### src/acc_pkg.sv
// package for the analog comparator control block
package acc_pkg;
    // register word indices; the byte address is four times the index
    localparam logic [3:0] IDX_CTRL = 4'h0;
    localparam logic [3:0] IDX_WIN = 4'h1;
    localparam logic [3:0] IDX_MUX = 4'h2;
    localparam logic [3:0] IDX_REF = 4'h5;
    localparam logic [3:0] IDX_IRQ = 4'h6;
    localparam logic [3:0] IDX_STAT = 4'h7;
    localparam int ADDR_W = 6;
    // field positions
    localparam int CTRL_EN = 0;
    localparam int CTRL_PADOE = 6;
    localparam int CTRL_RUNSTBY = 7;
    localparam int MUX_INV = 7;
    localparam int MUX_INIT = 6;
    localparam int IRQ_EN = 0;
    localparam int STAT_FLAG = 0;
    localparam int STAT_STATE = 4;
    // writable bit masks and the reference code reset value
    localparam logic [7:0] CTRL_MASK = 8'hdf;
    localparam logic [7:0] WIN_MASK = 8'h03;
    localparam logic [7:0] MUX_MASK = 8'hff;
    localparam logic [7:0] IRQ_MASK = 8'h31;
    localparam logic [7:0] REF_RESET = 8'hff;
    // synchronizer stages to the readable state bit
    localparam int SYNC_STAGES = 3;
    // codes
    localparam logic [1:0] WPOS_ABOVE = 2'h0;
    localparam logic [1:0] WPOS_INSIDE = 2'h1;
    localparam logic [1:0] WPOS_BELOW = 2'h2;
    localparam logic [1:0] COND_ANY = 2'h0;
    localparam logic [1:0] COND_FALL = 2'h2;
    localparam logic [1:0] COND_RISE = 2'h3;
    localparam logic [1:0] COND_OUTSIDE = 2'h3;
    localparam logic [1:0] HTRANS_NONSEQ = 2'h2;

    typedef enum logic [1:0] {ST_OFF, ST_START, ST_RUN} acc_phase_t;

    typedef struct packed {
        logic [7:0] ctrl;
        logic [7:0] win;
        logic [7:0] mux;
        logic [7:0] refCode;
        logic [7:0] irqCtl;
        logic flag;
    } acc_regs_t;

    typedef struct packed {
        logic padOut;
        logic padOe;
        logic resultOut;
        logic irq;
    } acc_outs_t;
endpackage : acc_pkg

### src/acc_comparator_ctrl.sv
// digital control and status logic around one analog comparator
//
// Overview of operation
// - control bit 0 switches the comparator on; zero keeps it off
// - run-in-standby bit 7 keeps operation in standby; flags then frozen
// - result drives the pad only while pad output enable bit 6 is set
// - current profile field bits 4:3 picks profile 0..2; code 3 reserved
// - hysteresis field bits 2:1 picks none, small, medium, large
// - window partner: 0 off, 1 next instance, 2 two above, 3 reserved
// - polarity bit 7 of input select inverts the outputs and the non-window state bit, not irq conditions
// - before ready the output holds the startup level bit 6
// - positive select bits 5:3 route positive pins 0 to 3
// - negative select bits 2:0 route pins 0..2 or divider reference
// - 8-bit reference divider code resets to 0xff; level code/256
// - window irq condition: above, inside, below, outside
// - single irq condition: any crossing, fall at 2, rise at 3
// - interrupt request needs enable bit and compare flag both set
// - window position reads above 0, inside 1, below 2
// - compare state mirrors result, or window match in window use
// - compare state passes a three-stage synchronizer
// - compare flag set on condition; write one clears it
// - result high when positive exceeds negative; xor with polarity
// - interrupt request holds until the flag is cleared
// - power-down disables comparator and pad output
`timescale 1ns/10ps
`default_nettype none
module acc_comparator_ctrl
    import acc_pkg::*;
#(
    parameter int START_CYCLES = 16
)
(
    // clock and reset
    input wire logic sys_clk,
    input wire logic rst_n,
    // ahb-lite slave
    input wire logic hsel,
    input wire logic [31:0] haddr,
    input wire logic [1:0] htrans,
    input wire logic hwrite,
    input wire logic [2:0] hsize,
    input wire logic [31:0] hwdata,
    input wire logic hready,
    output logic [31:0] hrdata,
    output logic hreadyout,
    output logic hresp,
    // power state
    input wire logic standby,
    input wire logic powerDown,
    // analog front end
    input wire logic rawCompare,
    input wire logic partnerCompare,
    output logic anaEnable,
    output logic [1:0] profileSel,
    output logic [1:0] hysteresisSel,
    output logic [2:0] positiveSel,
    output logic [2:0] negativeSel,
    output logic [7:0] refDividerCode,
    output logic [1:0] partnerSel,
    // results
    output logic padOut,
    output logic padOe,
    output logic resultOut,
    output logic irq
);
    typedef struct packed {
        acc_regs_t regs;
        acc_phase_t phase;
        logic [15:0] startCnt;
        logic [SYNC_STAGES-1:0] syncMain;
        logic [SYNC_STAGES-1:0] syncPart;
        logic prevHit;
        logic prevRes;
        logic wrPend;
        logic [3:0] wrIdx;
        logic [31:0] rdata;
        logic anaOn;
        acc_outs_t outs;
    } acc_state_t;

    acc_state_t s_q, s_d;

    function automatic logic [7:0] read_reg(input acc_state_t s,
                                            input logic [1:0] wpos,
                                            input logic cstate,
                                            input logic [3:0] idx);
        logic [7:0] v;
        v = 8'h00;
        case (idx)
            IDX_CTRL: v = s.regs.ctrl;
            IDX_WIN: v = s.regs.win;
            IDX_MUX: v = s.regs.mux;
            IDX_REF: v = s.regs.refCode;
            IDX_IRQ: v = s.regs.irqCtl;
            IDX_STAT: v = {wpos, 1'b0, cstate, 3'h0, s.regs.flag};
            default: v = 8'h00;
        endcase
        return v;
    endfunction : read_reg

    logic winOn, running, clkLive, resSync, partSync, upperHi, lowerHi;
    logic awake;
    logic [1:0] winPos;
    logic stateBit, hit, trig, rawOut;
    logic addrOk, wrHit;

    always_comb
    begin
        s_d = s_q;
        winOn = (s_q.regs.win[1:0] == 2'h1) || (s_q.regs.win[1:0] == 2'h2);
        // any sleep stops the block clock, so flags and edge history freeze;
        // run-in-standby keeps only the comparator and its pad path alive
        clkLive = !powerDown && !standby;
        awake = !powerDown &&
                (!standby || s_q.regs.ctrl[CTRL_RUNSTBY]);
        running = s_q.regs.ctrl[CTRL_EN] && awake;
        resSync = s_q.syncMain[SYNC_STAGES-1];
        partSync = s_q.syncPart[SYNC_STAGES-1];
        // this comparator sets the upper limit, the partner the lower
        upperHi = resSync;
        lowerHi = partSync;
        if (upperHi)
            winPos = WPOS_ABOVE;
        else if (lowerHi)
            winPos = WPOS_INSIDE;
        else
            winPos = WPOS_BELOW;
        if (winOn)
        begin
            if (s_q.regs.irqCtl[5:4] == COND_OUTSIDE)
                hit = winPos != WPOS_INSIDE;
            else
                hit = winPos == s_q.regs.irqCtl[5:4];
            stateBit = hit;
        end
        else
        begin
            hit = resSync;
            stateBit = resSync ^ s_q.regs.mux[MUX_INV];
        end
        trig = 1'b0;
        if (s_q.phase == ST_RUN)
        begin
            if (winOn)
                trig = hit && !s_q.prevHit;
            else
                case (s_q.regs.irqCtl[5:4])
                    COND_ANY: trig = resSync != s_q.prevRes;
                    COND_FALL: trig = !resSync && s_q.prevRes;
                    COND_RISE: trig = resSync && !s_q.prevRes;
                    default: trig = 1'b0;
                endcase
        end
        // the synchronizers track the comparator while it is awake; the
        // edge history waits for the block clock, so a crossing made in
        // standby is seen once on wake-up
        if (awake)
        begin
            s_d.syncMain = {s_q.syncMain[SYNC_STAGES-2:0], rawCompare};
            s_d.syncPart = {s_q.syncPart[SYNC_STAGES-2:0], partnerCompare};
        end
        if (clkLive)
        begin
            s_d.prevHit = hit;
            s_d.prevRes = resSync;
        end
        // start-up: output parked at startup level until ready
        case (s_q.phase)
            ST_OFF:
            begin
                s_d.startCnt = 16'h0000;
                if (running)
                    s_d.phase = ST_START;
            end
            ST_START:
            begin
                s_d.startCnt = s_q.startCnt + 16'h0001;
                if (!running)
                    s_d.phase = ST_OFF;
                else if (s_q.startCnt == 16'(START_CYCLES - 1))
                    s_d.phase = ST_RUN;
            end
            ST_RUN:
            begin
                if (!running)
                    s_d.phase = ST_OFF;
            end
            default: s_d.phase = ST_OFF;
        endcase
        // ahb-lite: address phase captured, write applied in data phase
        addrOk = hsel && hready && (htrans == HTRANS_NONSEQ);
        wrHit = addrOk && hwrite;
        s_d.wrPend = wrHit;
        if (wrHit)
            s_d.wrIdx = haddr[ADDR_W-1:2];
        if (addrOk && !hwrite)
            // window position reads zero while the window is off, as at reset
            s_d.rdata = {24'h0, read_reg(s_q, winOn ? winPos : WPOS_ABOVE,
                                         stateBit, haddr[ADDR_W-1:2])};
        if (s_q.wrPend)
        begin
            case (s_q.wrIdx)
                IDX_CTRL: s_d.regs.ctrl = hwdata[7:0] & CTRL_MASK;
                IDX_WIN: s_d.regs.win = hwdata[7:0] & WIN_MASK;
                IDX_MUX: s_d.regs.mux = hwdata[7:0] & MUX_MASK;
                IDX_REF: s_d.regs.refCode = hwdata[7:0];
                IDX_IRQ: s_d.regs.irqCtl = hwdata[7:0] & IRQ_MASK;
                default: s_d.regs = s_q.regs;
            endcase
            if (s_q.wrIdx == IDX_STAT && hwdata[STAT_FLAG])
                s_d.regs.flag = 1'b0;
        end
        if (trig && clkLive)
            s_d.regs.flag = 1'b1;
        // outputs
        if (s_q.phase == ST_RUN)
            rawOut = resSync ^ s_q.regs.mux[MUX_INV];
        else
            rawOut = s_q.regs.mux[MUX_INIT];
        s_d.outs.resultOut = rawOut;
        s_d.outs.padOut = rawOut;
        s_d.outs.padOe = s_q.regs.ctrl[CTRL_PADOE] && running;
        s_d.anaOn = running;
        s_d.outs.irq = s_d.regs.irqCtl[IRQ_EN] && s_d.regs.flag;
    end

    always_ff @(posedge sys_clk)
    begin
        if (!rst_n)
        begin
            s_q <= '0;
            s_q.regs.refCode <= REF_RESET;
            s_q.phase <= ST_OFF;
        end
        else
            s_q <= s_d;
    end

    assign hrdata = s_q.rdata;
    assign hreadyout = 1'b1;
    assign hresp = 1'b0;
    assign anaEnable = s_q.anaOn;
    assign profileSel = s_q.regs.ctrl[4:3];
    assign hysteresisSel = s_q.regs.ctrl[2:1];
    assign positiveSel = s_q.regs.mux[5:3];
    assign negativeSel = s_q.regs.mux[2:0];
    assign refDividerCode = s_q.regs.refCode;
    assign partnerSel = s_q.regs.win[1:0];
    assign padOut = s_q.outs.padOut;
    assign padOe = s_q.outs.padOe;
    assign resultOut = s_q.outs.resultOut;
    assign irq = s_q.outs.irq;

    // irq is registered from the next-state flag, so it never lags it
    property p_irq_follows;
        @(posedge sys_clk) disable iff (!rst_n)
        1'b1 |-> irq == (s_q.regs.flag && s_q.regs.irqCtl[IRQ_EN]);
    endproperty
    a_irq_follows: assert property (p_irq_follows)
        else $error("irq does not follow flag and enable");

    property p_irq_holds;
        @(posedge sys_clk) disable iff (!rst_n)
        (irq && s_q.regs.flag && s_q.regs.irqCtl[IRQ_EN] && !s_q.wrPend)
        |=> irq;
    endproperty
    a_irq_holds: assert property (p_irq_holds)
        else $error("irq dropped while flag set");

    property p_pad_oe;
        @(posedge sys_clk) disable iff (!rst_n)
        !s_q.regs.ctrl[CTRL_PADOE] |=> !padOe;
    endproperty
    a_pad_oe: assert property (p_pad_oe)
        else $error("pad driven without output enable");

    property p_powerdown;
        @(posedge sys_clk) disable iff (!rst_n)
        powerDown |=> !anaEnable && !padOe;
    endproperty
    a_powerdown: assert property (p_powerdown)
        else $error("comparator active in power-down");

    property p_enable;
        @(posedge sys_clk) disable iff (!rst_n)
        (!s_q.regs.ctrl[CTRL_EN]) |=> !anaEnable;
    endproperty
    a_enable: assert property (p_enable)
        else $error("comparator on while enable is zero");

    property p_init_level;
        @(posedge sys_clk) disable iff (!rst_n)
        (s_q.phase != ST_RUN) |=> resultOut == $past(s_q.regs.mux[MUX_INIT]);
    endproperty
    a_init_level: assert property (p_init_level)
        else $error("output not at startup level");

    property p_sync_lat;
        @(posedge sys_clk) disable iff (!rst_n)
        (awake && rawCompare) ##1 awake ##1 awake
        |=> s_q.syncMain[SYNC_STAGES-1];
    endproperty
    a_sync_lat: assert property (p_sync_lat)
        else $error("state bit latency not three cycles");

    property p_flag_set;
        @(posedge sys_clk) disable iff (!rst_n)
        (trig && clkLive) |=> s_q.regs.flag;
    endproperty
    a_flag_set: assert property (p_flag_set)
        else $error("compare flag not set on condition");

    property p_standby_freeze;
        @(posedge sys_clk) disable iff (!rst_n)
        (!clkLive && !s_q.wrPend) |=> s_q.regs.flag == $past(s_q.regs.flag);
    endproperty
    a_standby_freeze: assert property (p_standby_freeze)
        else $error("flag changed while clock held");

    property p_flag_clear;
        @(posedge sys_clk) disable iff (!rst_n)
        (s_q.wrPend && s_q.wrIdx == IDX_STAT && hwdata[STAT_FLAG] &&
         !(trig && clkLive)) |=> !s_q.regs.flag;
    endproperty
    a_flag_clear: assert property (p_flag_clear)
        else $error("compare flag not cleared by writing one");

    property p_irq_off;
        @(posedge sys_clk) disable iff (!rst_n)
        (!s_q.regs.flag && !(trig && clkLive)) |=> !irq;
    endproperty
    a_irq_off: assert property (p_irq_off)
        else $error("irq raised without compare flag");

    property p_standby_run;
        @(posedge sys_clk) disable iff (!rst_n)
        (standby && !powerDown && s_q.regs.ctrl[CTRL_RUNSTBY] &&
         s_q.regs.ctrl[CTRL_EN]) |=> anaEnable;
    endproperty
    a_standby_run: assert property (p_standby_run)
        else $error("comparator stopped in standby with run enabled");

    property p_standby_halt;
        @(posedge sys_clk) disable iff (!rst_n)
        (standby && !s_q.regs.ctrl[CTRL_RUNSTBY]) |=> !anaEnable;
    endproperty
    a_standby_halt: assert property (p_standby_halt)
        else $error("comparator running in standby without run enabled");

    property p_sync_hold;
        @(posedge sys_clk) disable iff (!rst_n)
        !awake |=> $stable(s_q.syncMain);
    endproperty
    a_sync_hold: assert property (p_sync_hold)
        else $error("synchronizer moved while halted");

    property p_pad_level;
        @(posedge sys_clk) disable iff (!rst_n)
        (s_q.phase == ST_RUN) |=>
        padOut == $past(s_q.syncMain[SYNC_STAGES-1] ^ s_q.regs.mux[MUX_INV]);
    endproperty
    a_pad_level: assert property (p_pad_level)
        else $error("pad level does not follow the synchronized result");

    property p_rise_flag;
        @(posedge sys_clk) disable iff (!rst_n)
        (s_q.phase == ST_RUN && clkLive && $past(clkLive) && !winOn &&
         s_q.regs.irqCtl[5:4] == COND_RISE &&
         $rose(s_q.syncMain[SYNC_STAGES-1])) |=> s_q.regs.flag;
    endproperty
    a_rise_flag: assert property (p_rise_flag)
        else $error("rising crossing did not set the compare flag");

    property p_reserved_read;
        @(posedge sys_clk) disable iff (!rst_n)
        (addrOk && !hwrite && (haddr[ADDR_W-1:2] == 4'h3 ||
         haddr[ADDR_W-1:2] == 4'h4)) |=> hrdata == 32'h0;
    endproperty
    a_reserved_read: assert property (p_reserved_read)
        else $error("reserved offset read back nonzero");
endmodule : acc_comparator_ctrl
`default_nettype wire

### config.mk
export PLATFORM = sky130hd
export DESIGN_NAME = acc_comparator_ctrl
export DESIGN_NICKNAME = d
export VERILOG_FILES = /design/src/acc_pkg.sv /design/src/acc_comparator_ctrl.sv
export SDC_FILE = /design/constraint.sdc
export NUM_CORES = 1
export LEC_CHECK = 0
export ABC_CLOCK_PERIOD_IN_PS = 3840
export BUFFER_PORTS_ARGS = -buffer_cell sky130_fd_sc_hd__buf_2
export CORE_ASPECT_RATIO = 0.5
export CORE_MARGIN = 4
export CORE_UTILIZATION = 55
export CTS_BUF_LIST = sky130_fd_sc_hd__clkbuf_4 sky130_fd_sc_hd__clkbuf_8
export CTS_CLUSTER_SIZE = 8
export DETAILED_ROUTE_END_ITERATION = 12
export PLACE_DENSITY = 0.94
export RECOVER_POWER = 100
export SYNTH_ARGS = -nofsm -noshare
export SYNTH_HDL_FRONTEND = slang
export SYNTH_SLANG_ARGS = --single-unit
### constraint.sdc
create_clock -name sys_clk -period 3.84 [get_ports sys_clk]
set_input_delay 1.152 -clock sys_clk [delete_from_list [all_inputs] [get_ports sys_clk]]
set_output_delay 1.152 -clock sys_clk [all_outputs]
set_load 0.01 [all_outputs]
; Yosys cells after proc, flatten, opt, wreduce, memory -nomap -nowiden
; Cells that the tools add are included.
[totals]
input_bits = 78
ff_bits = 72
[op_classes]
n_reduce_logical = 33
n_addsub = 1
n_bitwise = 1
eq_ne = 24
n_mux = 21
[ops]
columns = op, count
row1 = 8-bit case mux with 6 select lines, 1
row2 = 16-bit case mux with 2 select lines, 1
row3 = "4-bit by 3-bit equality test with 1-bit output, second input constant", 6
row4 = "16-bit by 1-bit adder with 16-bit output, second input constant", 1
row5 = "16-bit by 4-bit equality test with 1-bit output, second input constant", 1
row6 = 2-bit 2-to-1 mux, 8
row7 = 1-bit logical AND, 14
row8 = "2-bit equality test, second input constant", 5
row9 = 2-bit AND reduction, 5
row10 = 1-bit 2-to-1 mux, 9
row11 = "4-bit by 1-bit equality test with 1-bit output, second input constant", 2
row12 = "4-bit by 2-bit equality test with 1-bit output, second input constant", 2
row13 = 4-bit zero test, 2
row14 = 1-bit zero test, 6
row15 = 2-bit case mux with 3 select lines, 1
row16 = "2-bit by 1-bit equality test with 1-bit output, second input constant", 2
row17 = 2-bit zero test, 2
row18 = "2-bit != test, second input constant", 2
row19 = "3-bit != test, second input constant", 1
row20 = 1-bit case mux with 3 select lines, 1
row21 = 3-bit AND reduction, 1
row22 = 2-bit equality test, 1
row23 = 1-bit logical OR, 2
row24 = "2-bit by 1-bit != test with 1-bit output, second input constant", 1
row25 = other kinds (3), 3

; Depth between registers and ports, before layout
[depth]
word_depth = 11
ltp_mapped = 7
depth_no_buf = 6

; Least setup slack after synthesis
; OpenSTA, ideal clock, no wires.
[synth_path]
kind = input to register
from = in haddr[2]
to = reg s_q (netlist bit hrdata[4])
t_arrival_ns = 2.024
n_path_buf = 1
stages = 6
path_slack_ns = 1.694
t_required_ns = 3.718
cell_sequence = buf_2 nor2b_1 a22o_1 a22oi_1 a2bb2oi_1 o21ai_0
[synth_between]
elab_chain_cells = 2
word_cells_on_any_way = 7
classes_between = eq/ne: 5 / mux: 1 / reduce/logical: 1
[synth_lines]
columns = element, line
row1 = start: declaration, acc_comparator_ctrl.sv:38  ; input wire logic [31:0] haddr,
row2 = "4-bit by 3-bit equality test with 1-bit output, or another cell as far along", acc_comparator_ctrl.sv:89  ; case (idx)
row3 = 8-bit case mux with 6 select lines (*), acc_comparator_ctrl.sv:89
row4 = end: declaration, acc_comparator_ctrl.sv:81  ; acc_state_t s_q, s_d;
; Mark *: on every way between the ends. The rest lies on a longest branch, timed or not.
; A chain may end at the register's enable or synchronous reset.

; Worst setup path in the final report
[layout_path]
from = in rst_n
to = reg s_q[91] (netlist name)
[layout_rtl]
columns = element, line
row1 = start: declaration, acc_comparator_ctrl.sv:35  ; input wire logic rst_n,
; No word-level cell between the ends.

==> summary.log <==
[synthesis] number of synthesized register bits 72
[hold_path] Hold Crit Class reg -> reg
[power] leakage power summed over all cells 1.565 nW
[place] placement-stage cell area 3618 sq um
[global_routing] number of antenna violations at the first check in global routing 0
[floorplan] Horiz. Die Dim 122.6 microns
[sta] total negative slack 0 ps
[critical_path] endpoint kind of the worst setup timing path flip-flop
[global_routing] Overflow after GRT 0
[clock_tree] hold buffer count at cts 0
[layout] layout-stage area growth over the synthesis result 4.711%
[layout] ratio of cells with drive above 1 in the final layout 10.73%
[run] number of violations of the max-capacitance limit 1
[clock_tree] clock latency on the worst-skew pair 350 ps
[sta] unrepaired setup endpoints after global routing false
[sta] hold slack 450.4 ps
[synthesis] post-synth cell types 52
[global_routing] via count of the first global-routing pass 2810
[power] Final Total Pwr 1.476 mW
[floorplan] initial standard-cell utilization of the core 58.21%
[synthesis] Post-synth top flop sky130_fd_sc_hd__dfxtp_1
[route] average via count per standard cell 5.555
[clock_tree] number of gates resized after cts 0
[power] peak ir drop on the vdd network 0.0001558 V
[floorplan] area inside the core boundary 6206 sq um
[clock_tree] clock root buffer sky130_fd_sc_hd__clkbuf_8
[sta] post-route clock period utilization 72.80%
[place] placement-stage worst setup slack 1334 ps
[global_routing] maximum number of pins on one net before global-route repair 24
[place] detailed placer's ending HPWL 5551 microns
[floorplan] die area 8007 sq um
[clock_tree] clock tree from TritonCTS yes
[sta] pins over their slew limit 17
[synthesis] fraction of the yosys area taken by sequential cells 39.90%
[synthesis] cell type with the highest aggregate area in the netlist sky130_fd_sc_hd__dfxtp_1
[floorplan] I/O pins 137
[route] Top Layer Used met4
[hold_path] Endpoint, Worst Hold hrdata[3]$_SDFFE_PN0P_
[sta] total count of hold-check failures in the final report 0
[clock_tree] clock buffers created by TritonCTS 9
[synthesis] Avg Cell Area, Syn 8.789 sq um
[layout] commonest non-fill, non-tap cell in the layout sky130_fd_sc_hd__dfxtp_1
[synthesis] proportion of synthesized flip-flops having asynchronous set or reset 0%
[route] DRC viols 0
[status] violations in the final reports max-capacitance violations, max-slew violations
[clock_tree] Reg clk slew, reported paths 80 ps
[route] remaining antenna violation count 0
[synthesis] number of enable flip-flop cells after synthesis 0
[route] DR WL met3 684 microns
[clock_tree] maximum clock insertion buffer count 2
[route] Routed WL 7955 microns
[floorplan] cell row count 20
[route] DRC marker count from the first detailed-route iteration 223
[synthesis] warning count from the yosys run 0
[sta] maximum frequency from static timing analysis 0.3577 GHz
[synthesis] Syn Inst Count 411
[clock_tree] TritonCTS Sinks 72
[clock_tree] setup bufs post-CTS 0
[layout] Final Net Count 514
[place] global placer's final weighted congestion 0.8507
[route] total via count in the routed design 2922
[sta] clk_skew 9.415 ps
[synthesis] area fraction of the dominant cell type after synthesis 39.90%
[critical_path] highest fanout seen on the critical path 23
[critical_path] R2R cell count 2
[critical_path] worst path required time 4030 ps
[clock_tree] level count of the clock H-tree 3
[route] WL met2 3743 microns
[route] number of iterations in the first detailed-routing pass 5
[status] outcome complete, but fails checks
[global_routing] overall track demand over capacity in global routing 21.13%
[sta] slew at the pin closest to its max-slew limit 1728 ps
[hold_path] number of cells on the worst hold path 2
[layout] final non-filler cell area 3782 sq um
[critical_path] setup slack of the worst register-to-register path 1740 ps
[critical_path] WP data arrival 2990 ps
[hold_path] hold wc startpoint hrdata[3]$_SDFFE_PN0P_
[sta] Relative slew margins -16.44%
[critical_path] CP startpoint kind input pin
[sta] minimum setup slack in the final design 1045 ps
[synthesis] netlist area before placement 3612 sq um
[sta] final critical delay including setup and external delays 2795 ps
[critical_path] Crit Reg-Reg Endpoint s_q[65]$_SDFFE_PN0P_
[synthesis] dominant cells by area after synthesis sky130_fd_sc_hd__dfxtp_1 (40%), sky130_fd_sc_hd__buf_4 (12%), sky130_fd_sc_hd__mux2i_1 (8.6%)
[global_routing] global-route wire length before repair 13250 microns
[sta] final setup violating endpoints 0
[place] port bufs 55
[critical_path] startpoint of the worst-slack reg-to-reg timing path s_q[67]$_SDFFE_PN0P_
[layout] number of diodes added for antenna fixing 0
[route] sum of routed wire segments on met1 3225 microns
[power] ratio of total power to cell area 390.3 nW/um^2
[layout] commonest cells after routing, fill and taps aside sky130_fd_sc_hd__dfxtp_1 (72), sky130_fd_sc_hd__nor2_1 (49), sky130_fd_sc_hd__clkbuf_1 (37)
[floorplan] Vert. Die Dim 65.31 microns
[route] per-cell routed wire length 15.12 microns
[layout] fillers 531
[critical_path] critical path class in -> reg
==> report_power, final <==
part	switching [mW]	leakage (nW)	internal, mW
Clock	0.286	0.101	0.365
Sequential	0.00257	0.581	0.749
Combinational	0.0507	0.883	0.0223
Total	0.339	1.56	1.14
==> critical path, cell delays in order <==
cell,delay [ps]
sky130_fd_sc_hd__clkbuf_1,300
sky130_fd_sc_hd__inv_1,660
sky130_fd_sc_hd__clkbuf_1,740
sky130_fd_sc_hd__nor2_1,130
==> area by class of cell <==
class	count	area [sq um]	area share [%]
Clock buffer	9	123.9	3.275
Clock inverter	7	96.34	2.547
Inverter	12	45.04	1.191
Multi-Input combinational cell	282	1732	45.78
Sequential cell	72	1441	38.11
Tap cell	88	110.1	2.911
Timing Repair Buffer	56	234.0	6.186
==> per-layer routing <==
| metal | up-vias | GRT usage [%] |
|---|---|---|
| met5 | - | 0 |
| met4 | 0 | 12.13 |
| met3 | 36 | 6.363 |
| met2 | 137 | 34.45 |
| met1 | 1368 | 24.95 |
| li1 | 1381 | - |
==> worst max-delay path by stage <==
stage	startpoint	end	slack [ps]
5_1_grt	rst_n	s_q[91]$_SDFFE_PN0P_	860
2_1_floorplan	haddr[2]	hrdata[4]$_SDFFE_PN0P_	1690
3_3_place_gp	haddr[3]	hrdata[6]$_SDFFE_PN0P_	1340
3_5_place_dp	haddr[3]	hrdata[6]$_SDFFE_PN0P_	1330
6_report	rst_n	s_q[91]$_SDFFE_PN0P_	1040
4_1_cts	htrans[0]	hrdata[6]$_SDFFE_PN0P_	1680
==> flip-flops by register name, summed over array words and instances, names as in the netlist <==
register        count
resultOut           1
partnerSel          2
hrdata              8
lowerHi             1
resSync             1
anaEnable           1
profileSel          2
irq                 1
positiveSel         3
padOe               1
s_q                38
refDividerCode      8
hysteresisSel       2
negativeSel         3
==> per-stage QoR <==
step                std cells  utilization [%]
CTS                       526            61.85
global placement          510            58.31
finish                    526            60.95
detailed placement        510            58.31
global route              526            60.95
floorplan                 435                -
==> synthesized netlist by cell type (all sizes together) (3+ instances only) <==
cell / instances
buf: 62
xnor2: 8
and3: 3
xor2: 4
nor3b: 5
and2: 3
o211ai: 3
a22oi: 4
mux2i: 31
nor2b: 7
nand4: 3
mux2: 7
nor3: 4
inv: 12
nand3: 22
a31oi: 3
nand4b: 3
nand2: 28
a22o: 4
dfxtp: 72
nor2: 49
or3: 6
ha: 3
o21ai: 14
a21oi: 18
clkbuf: 7
==> cell families after synthesis <==
kind of cell,Yosys count,synth area share [%]
AOI/OAI and AO/OA,58,10.29
muxes,38,10.77
buffers and inverters,81,14.44
xor gates and xnor gates,12,2.910
other,2,0.2079
and+or+nand+nor,145,20.44
DFF,72,39.90
adders and majority gates,3,1.039
Power figures use the tool's default switching activity.
